===== config.mk =====
export PLATFORM = sky130hd
export DESIGN_NAME = frame_phase_ctrl
export DESIGN_NICKNAME = d
export VERILOG_FILES = /design/src/rtl/frame_phase_ctrl.v /design/src/rtl/reset_cause_recorder.v
export VERILOG_INCLUDE_DIRS = /design/src /design/src/rtl
export SDC_FILE = /design/constraint.sdc
export NUM_CORES = 1
export LEC_CHECK = 0
export BUFFER_PORTS_ARGS = -buffer_cell sky130_fd_sc_hd__buf_2
export CAP_MARGIN = 5
export CORE_MARGIN = 1.5
export CORE_UTILIZATION = 50
export CTS_BUF_LIST = sky130_fd_sc_hd__clkbuf_4
export DETAILED_ROUTE_END_ITERATION = 12
export HOLD_SLACK_MARGIN = 0.08
export PLACE_DENSITY = 0.83
export SYNTH_ARGS = -nofsm -noshare
export SYNTH_HDL_FRONTEND = slang
export SYNTH_SLANG_ARGS = --single-unit

===== constraint.sdc =====
create_clock -name core_clk -period 1.3 [get_ports core_clk]
set_input_delay 0.26 -clock core_clk [delete_from_list [all_inputs] [get_ports core_clk]]
set_output_delay 0.26 -clock core_clk [all_outputs]
set_load 0.02 [all_outputs]

===== src/rtl/frame_phase_map.vh =====
// Register map, field positions and codes of the frame phase and reset cause block
`ifndef FRAME_PHASE_MAP_VH
`define FRAME_PHASE_MAP_VH

// Register offsets (word index on the plain register port)
`define ADDR_FRAME_CTRL     2'h0
`define ADDR_RESET_CAUSE    2'h1

// frame_control_reg fields
`define FC_ANALOG_EN        5
`define FC_CHECK_HI         4
`define FC_CHECK_LO         3
`define FC_OVERRUN          2
`define FC_DIG_IRQ_EN       1
`define FC_DIG_START        0
`define FC_RESET_VAL        8'h20

// Error check select codes
`define CHK_OFF             2'h0
`define CHK_NODEBUG         2'h1
`define CHK_RSVD            2'h2
`define CHK_ALWAYS          2'h3

// reset_cause_reg fields
`define RC_PIN_DRIVE        6
`define RC_SOFT_REQ         5
`define RC_SOFT             4
`define RC_BAD_OPCODE       3
`define RC_BAD_ADDR         2
`define RC_PIN              1
`define RC_POR              0
`define RC_CAUSE_POR        5'h01
`define RC_CAUSE_PIN        5'h02
`define RC_CAUSE_BAD_ADDR   5'h04
`define RC_CAUSE_BAD_OPCODE 5'h08
`define RC_CAUSE_SOFT       5'h10
`define RC_CAUSE_NONE       5'h00

// Slots of the write-one-to-clear flag bank
`define FLAG_DIG_START      0
`define FLAG_OVERRUN        1
`define NUM_FLAGS           2

// Phase encodings
`define PH_IDLE             2'h0
`define PH_ANALOG           2'h1
`define PH_DIGITAL          2'h2

`endif


===== src/rtl/frame_phase_ctrl.v =====
// Frame phase sequencer, overrun detection and reset cause registers
//
// Decided for this implementation: the plain strobed port and the placing of the registers.
`timescale 1ns/1ps
`include "frame_phase_map.vh"

module frame_phase_ctrl (
    // Clock and reset
    input  wire       core_clk,
    input  wire       rst_n,
    // Register port
    input  wire [1:0] regAddr,
    input  wire [7:0] regWrData,
    input  wire       regWrite,
    input  wire       regRead,
    output reg  [7:0] regRdData,
    // Clock generator and CPU
    input  wire       frameStart,
    input  wire       stopExec,
    input  wire       stopSlowClockSelect,
    input  wire       debugModeEnable,
    input  wire       analogDone,
    // Reset sources
    input  wire       pinResetIn,
    input  wire       debugResetIn,
    input  wire       illegalAddrIn,
    input  wire       illegalOpIn,
    input  wire       swResetIn,
    // Outputs
    output reg        startAnalog,
    output reg        startDigital,
    output wire       digitalIrq,
    output reg        overrunNmi,
    output reg        swResetReq,
    output wire       resetPinDriveLow,
    output wire [1:0] phase
);

    ////////////////////////////////////////////////////////////////////////
    // Control register state
    localparam [7:0] FRAME_RESET = `FC_RESET_VAL;
    localparam [1:0] ST_IDLE     = `PH_IDLE;
    localparam [1:0] ST_ANALOG   = `PH_ANALOG;
    localparam [1:0] ST_DIGITAL  = `PH_DIGITAL;

    reg  [1:0]            phase_q;
    reg  [1:0]            phase_d;
    reg                   startAnalog_d;
    reg                   startDigital_d;
    reg                   analogEn_q;
    reg                   analogEn_d;
    reg  [1:0]            checkSel_q;
    reg  [1:0]            checkSel_d;
    reg                   digIrqEn_q;
    reg                   digIrqEn_d;
    reg                   overrunNmi_d;
    reg                   swResetReq_d;
    reg  [7:0]            regRdData_d;
    wire [`NUM_FLAGS-1:0] flagSet;
    wire [`NUM_FLAGS-1:0] flagClr;
    wire [`NUM_FLAGS-1:0] flags;
    wire                  overrunFlag;
    wire                  digStartFlag;
    wire [4:0]            cause;
    wire                  pinDrive;
    wire [7:0]            frameWord;
    wire [7:0]            causeWord;

    function checkActive;
        input [1:0] sel;
        input       dbg;
        begin
            case (sel)
                `CHK_NODEBUG: checkActive = ~dbg;
                `CHK_ALWAYS:  checkActive = 1'b1;
                default:      checkActive = 1'b0;
            endcase
        end
    endfunction

    function isAddr;
        input [1:0] a;
        input [1:0] target;
        begin
            isAddr = (a == target);
        end
    endfunction

    ////////////////////////////////////////////////////////////////////////
    // Register port decode
    wire wrFrame = regWrite & isAddr(regAddr, `ADDR_FRAME_CTRL);
    wire wrCause = regWrite & isAddr(regAddr, `ADDR_RESET_CAUSE);
    wire rdFrame = regRead & isAddr(regAddr, `ADDR_FRAME_CTRL);
    wire rdCause = regRead & isAddr(regAddr, `ADDR_RESET_CAUSE);

    // Overrun check: frame start while still running
    wire inRun      = (phase_q != ST_IDLE);
    wire frameError = frameStart & inRun & checkActive(checkSel_q, debugModeEnable);
    wire fromIdle   = frameStart & ~inRun;

    ////////////////////////////////////////////////////////////////////////
    // Phase sequencer, next state
    always @* begin
        phase_d        = phase_q;
        startAnalog_d  = 1'b0;
        startDigital_d = 1'b0;
        case (phase_q)
            ST_IDLE: begin
                if (fromIdle && analogEn_q) begin
                    phase_d       = ST_ANALOG;
                    startAnalog_d = 1'b1;
                end else if (fromIdle) begin
                    phase_d        = ST_DIGITAL;
                    startDigital_d = 1'b1;
                end
            end
            ST_ANALOG: begin
                if (analogDone) begin
                    phase_d        = ST_DIGITAL;
                    startDigital_d = 1'b1;
                end
            end
            ST_DIGITAL: begin
                if (stopExec && stopSlowClockSelect) begin
                    phase_d = ST_IDLE;
                end
            end
            default: begin
                phase_d = ST_IDLE;
            end
        endcase
    end

    // Phase register and one-cycle start pulses
    always @(posedge core_clk or negedge rst_n) begin
        if (!rst_n) begin
            phase_q      <= ST_IDLE;
            startAnalog  <= 1'b0;
            startDigital <= 1'b0;
        end else begin
            phase_q      <= phase_d;
            startAnalog  <= startAnalog_d;
            startDigital <= startDigital_d;
        end
    end

    ////////////////////////////////////////////////////////////////////////
    // Frame control configuration fields
    always @* begin
        analogEn_d = analogEn_q;
        checkSel_d = checkSel_q;
        digIrqEn_d = digIrqEn_q;
        if (wrFrame) begin
            analogEn_d = regWrData[`FC_ANALOG_EN];
            checkSel_d = regWrData[`FC_CHECK_HI:`FC_CHECK_LO];
            digIrqEn_d = regWrData[`FC_DIG_IRQ_EN];
        end
    end

    always @(posedge core_clk or negedge rst_n) begin
        if (!rst_n) begin
            analogEn_q <= FRAME_RESET[`FC_ANALOG_EN];
            checkSel_q <= FRAME_RESET[`FC_CHECK_HI:`FC_CHECK_LO];
            digIrqEn_q <= FRAME_RESET[`FC_DIG_IRQ_EN];
        end else begin
            analogEn_q <= analogEn_d;
            checkSel_q <= checkSel_d;
            digIrqEn_q <= digIrqEn_d;
        end
    end

    ////////////////////////////////////////////////////////////////////////
    // Write-one-to-clear status flags; a set in the clear cycle wins
    assign flagSet[`FLAG_DIG_START] = startDigital;
    assign flagSet[`FLAG_OVERRUN]   = frameError;
    assign flagClr[`FLAG_DIG_START] = wrFrame & regWrData[`FC_DIG_START];
    assign flagClr[`FLAG_OVERRUN]   = wrFrame & regWrData[`FC_OVERRUN];

    genvar gi;
    generate
        for (gi = 0; gi < `NUM_FLAGS; gi = gi + 1) begin : w1cFlag
            reg flag_q;
            always @(posedge core_clk or negedge rst_n) begin
                if (!rst_n) begin
                    flag_q <= 1'b0;
                end else if (flagSet[gi]) begin
                    flag_q <= 1'b1;
                end else if (flagClr[gi]) begin
                    flag_q <= 1'b0;
                end
            end
            assign flags[gi] = flag_q;
        end
    endgenerate

    assign overrunFlag  = flags[`FLAG_OVERRUN];
    assign digStartFlag = flags[`FLAG_DIG_START];
    assign digitalIrq   = digIrqEn_q & digStartFlag;
    assign phase        = phase_q;

    ////////////////////////////////////////////////////////////////////////
    // Event pulses: overrun interrupt and software reset request
    always @* begin
        overrunNmi_d = frameError;
        swResetReq_d = wrCause & regWrData[`RC_SOFT_REQ];
    end

    always @(posedge core_clk or negedge rst_n) begin
        if (!rst_n) begin
            overrunNmi <= 1'b0;
            swResetReq <= 1'b0;
        end else begin
            overrunNmi <= overrunNmi_d;
            swResetReq <= swResetReq_d;
        end
    end

    reset_cause_recorder causeRec (
        .core_clk      (core_clk),
        .rst_n         (rst_n),
        .pinResetIn    (pinResetIn),
        .debugResetIn  (debugResetIn),
        .illegalAddrIn (illegalAddrIn),
        .illegalOpIn   (illegalOpIn),
        .swResetIn     (swResetIn),
        .drvWrite      (wrCause),
        .drvWriteVal   (regWrData[`RC_PIN_DRIVE]),
        .cause_q       (cause),
        .pinDrive_q    (pinDrive),
        .pinDriveLow   (resetPinDriveLow)
    );

    ////////////////////////////////////////////////////////////////////////
    // Read words; reserved positions stay zero
    assign frameWord = {2'h0, analogEn_q, checkSel_q, overrunFlag, digIrqEn_q, digStartFlag};
    assign causeWord = {1'h0, pinDrive, 1'h0, cause};

    // Read data, one cycle after the strobe, zero otherwise
    always @* begin
        regRdData_d = 8'h00;
        if (rdFrame) begin
            regRdData_d = frameWord;
        end else if (rdCause) begin
            regRdData_d = causeWord;
        end
    end

    always @(posedge core_clk or negedge rst_n) begin
        if (!rst_n) begin
            regRdData <= 8'h00;
        end else begin
            regRdData <= regRdData_d;
        end
    end

endmodule


===== src/rtl/reset_cause_recorder.v =====
// Reset cause recorder with precedence encoding and pin drive control
`timescale 1ns/1ps
`include "frame_phase_map.vh"

module reset_cause_recorder (
    // Clock and power-on reset
    input  wire       core_clk,
    input  wire       rst_n,
    // Reset sources, level while asserted
    input  wire       pinResetIn,
    input  wire       debugResetIn,
    input  wire       illegalAddrIn,
    input  wire       illegalOpIn,
    input  wire       swResetIn,
    // Software writes
    input  wire       drvWrite,
    input  wire       drvWriteVal,
    // State
    output reg  [4:0] cause_q,
    output reg        pinDrive_q,
    output wire       pinDriveLow
);

    ////////////////////////////////////////////////////////////////////////
    reg          swPend_q;
    reg          swPrev_q;
    wire         swExit = swPrev_q & ~swResetIn;

    always @(posedge core_clk or negedge rst_n) begin
        if (!rst_n) begin
            cause_q    <= `RC_CAUSE_POR;
            pinDrive_q <= 1'b0;
            swPend_q   <= 1'b0;
            swPrev_q   <= 1'b0;
        end else begin
            swPrev_q <= swResetIn;
            if (drvWrite) begin
                pinDrive_q <= drvWriteVal;
            end
            if (pinResetIn) begin
                cause_q  <= `RC_CAUSE_PIN;
                swPend_q <= 1'b0;
            end else if (debugResetIn) begin
                cause_q  <= `RC_CAUSE_NONE;
                swPend_q <= 1'b0;
            end else if (illegalAddrIn) begin
                cause_q  <= `RC_CAUSE_BAD_ADDR;
                swPend_q <= 1'b0;
            end else if (illegalOpIn) begin
                cause_q  <= `RC_CAUSE_BAD_OPCODE;
                swPend_q <= 1'b0;
            end else if (swResetIn) begin
                swPend_q <= 1'b1;
            end else if (swExit && swPend_q) begin
                cause_q  <= `RC_CAUSE_SOFT;
                swPend_q <= 1'b0;
            end
        end
    end

    // Internal resets pull the pin when enabled
    assign pinDriveLow = pinDrive_q & (debugResetIn | illegalAddrIn | illegalOpIn | swResetIn);

endmodule


==> flow_summary.yaml <==
final_layout:
  multi_input_area_um2: 413
  instances_no_fill: 162
  syn2layout_area_growth_pct: 27.3
  nFillCells: 157
  fin_util_pct: 70.2
  finalNetCount: 160
  drive_above_1_share_pct: 44.4
  seq_area_um2: 678
  fin_area_mm2: 0.00143
  antenna_cells: 0
global_route:
  track_usage_pct: 20.7
  overflow: 0
  grt_pass1_wl_um: 3830
  antenna_found_initial: 0
  grt_max_degree: 28
  grt_pass1_vias: 868
placement:
  place_congestion: 0.796
  dpl_cell_area_mm2: 0.00134
  port_buffers: 37
  hpwl_um: 1750
  dp_cells: 152
sta:
  finalSetupViolCount: 0
  hold_viol_final: 0
  fmax_mhz: 776
  fin_crit_ns: 1.29
  period_share_pct: 99.1
  rsz0062_at_grt: "yes"
  slew_viol_final: 0
  finClkSkew_ns: 0.0127
  finalHoldWorstSlack_ns: 0.104
  tightestPinTransition_ns: 0.576
  maxSlewHeadroom_pct: 61.6
worst_setup_path:
  critPathLaunchType: "register"
  r2r-end: "phase[1]$_DFFE_PN0P_"
  crit_chain: "and2_4 -> buf_6"
  critical_path_required_ns: 1.04
  critPathBufInv: 1
  max_stage_delay_ns: 0.42
  critPathTopFamily: "flip-flops"
  cp.arrival_ns: 1.03
  path_max_fanout: 2
  reg2reg_slack_ns: 0.23
  critPathSlowestCell: "dfrtp_1"
  crit_path_end_kind: "output port"
  worstSetupPathType: "reg2out"
  rr_startpoint: "phase[1]$_DFFE_PN0P_"
  reg2regPathDepth: 2
clock_network:
  clk_pin_slew_ns: 0.14
  cts_tree: "done"
  cts.path.max_buffers: 2
  clock-sinks: 27
  htreeDepth: 1
  clk_latency_ns: 0.32
  cts_root_buf: "clkbuf_4"
  cts_buffers: 3
floorplan:
  die_h_um: 50.5
  core-area_mm2: 0.00204
  io_pins: 40
  dieArea_mm2: 0.00255
  rows: 16
  fp.dieW_um: 50.5
  initial_core_util_pct: 55.1
synth:
  yosysUniqueCellTypes: 32
  synthCells: 88
  syn_avg_cell_area_um2: 12.8
  ys_async_sr_fraction_pct: 100
  syn-cell-area_mm2: 0.00113
  synth_enable_flop_cells: 0
  synthFlopType: "dfrtp_1"
  yosys.area.top_type_share_pct: 55.6
  seq_area_frac_synth_pct: 60.2
  ys_warn_count: 0
  synth_fp_nets: 112
  ys_top_cells_by_area: "dfrtp_1 56%, mux2_2 5.0%, dfstp_2 4.7%"
  ys_ff_latch: 27
  synth_top_area_cell: "dfrtp_1"
detailed_routing:
  ant_nets: 0
  routedWlPerCell_um: 14.8
  via_per_inst: 5.44
  route.vias.total: 881
  dr.pass1.iters: 4
  drc_errors: 0
  drtIter0Drc: 8
  routed_wl_um: 2400
hold_path:
  hold_path_end: "digStartFlag$_DFFE_PN0P_"
  worstHoldStart: "regWrData[0]"
  hp-class: "in2reg"
  min_path_cells: 2
power_and_ir_drop:
  powerDensity_mw_per_mm2: 1390
  power.leakage_nw: 0.738
  vdd_drop_max_mv: 0.942
run:
  drv_cap: 0
run_status:
  status: "finished clean"
[kinds of logic (layout without fill, tap and decap cells)]
group	Yosys count	count (layout)	share of synthesized area, %
compound gates	10	10	7.78
simple gates	33	33	18.9
buf+inv	7	54	3.33
other cells	1	1	0.333
flops	27	27	60.2
mux	10	10	9.44
[synth_stat cells, types with 2 or more instances]
cell type  number
dfrtp_1        25
nor3_1          2
mux2_2          5
nand2_1         2
a31o_2          2
nor2b_1         3
nand3b_1        2
dfstp_2         2
mux2i_1         5
nor2_1          8
inv_1           5
and3_1          4
nor4b_1         3
nor3b_1         2
[layout by cell type (no fill, tap or decap), types with 2 or more instances in the layout]
master	count
a31o_2	2
and3_1	4
buf_2	35
buf_4	6
buf_6	2
clkbuf_4	3
dfrtp_1	25
dfstp_2	2
dlygate4sd3_1	2
inv_1	5
mux2_2	5
mux2i_1	5
nand2_1	2
nand3b_1	2
nor2_1	8
nor2b_1	3
nor3_1	2
nor3b_1	2
nor4b_1	3
[routing by layer]
metal  vias up  GRT usage [%]  wire [um]
li1        409              -          -
met1       446           22.7        973
met2        24           38.4       1310
met3         2           5.95        104
met4         0           5.86          8
met5         -              0          0
[how the worst max path moves through the flow]
stage,from,end,slack (ns),depth (start not counted)
final,digIrqEn_q$_DFFE_PN0N_,digitalIrq,0.01,2
after global routing,causeRec.pinDrive_q$_DFFE_PN0N_,resetPinDriveLow,-0.04,2
after CTS,digStartFlag$_DFFE_PN0P_,digitalIrq,-0.005,2
after detailed placement,regAddr[1],digIrqEn_q$_DFFE_PN0N_,0.05,3
after global placement,debugResetIn,resetPinDriveLow,0.09,3
after floorplan,regAddr[0],checkSel_q[0]$_DFFE_PN0N_,0.17,3
[report_power, final]
group	internal [mW]	total (mW)	switching, mW
Sequential	0.967	1.07	0.0981
Clock	0.115	0.349	0.234
Combinational	0.288	0.582	0.294
Total	1.37	2.00	0.625
[flip-flops by register name, summed over array words and instances, names as in the netlist, 2 cells and up]
register / count
regRdData: 7
causeRec.cause_q: 5
checkSel_q: 2
phase: 2
[final cells by class]
type	count	area share, %
Sequential cell	27	47.3
Multi-Input combinational cell	54	28.8
Timing Repair Buffer	45	18.3
Tap cell	27	2.36
Clock buffer	3	1.57
Inverter	5	1.31
Clock inverter	1	0.349
[per-stage QoR]
step	TNS, ns	setup WS (ns)	power [mW]
4_1_cts	-0.00494	-0.00494	1.96
2_1_floorplan	0	0.173	1.37
3_5_place_dp	0	0.0511	1.56
5_1_grt	-0.0729	-0.0415	2.10
6_report	0	0.0115	2.00
3_3_place_gp	0	0.0883	1.54
[repair_timing]
| action | 4_1_cts | 5_1_grt |
|---|---|---|
| endpoints found under the setup margin | 2 | 2 |
| hold buffers | 1 | 1 |
| gates resized for setup | 0 | 5 |
| pin swaps | 0 | 1 |
| hold endpoints to repair | 25 | 1 |
| buffers inserted | 4 | 0 |
No activity file was read; power rests on OpenSTA's default activity.
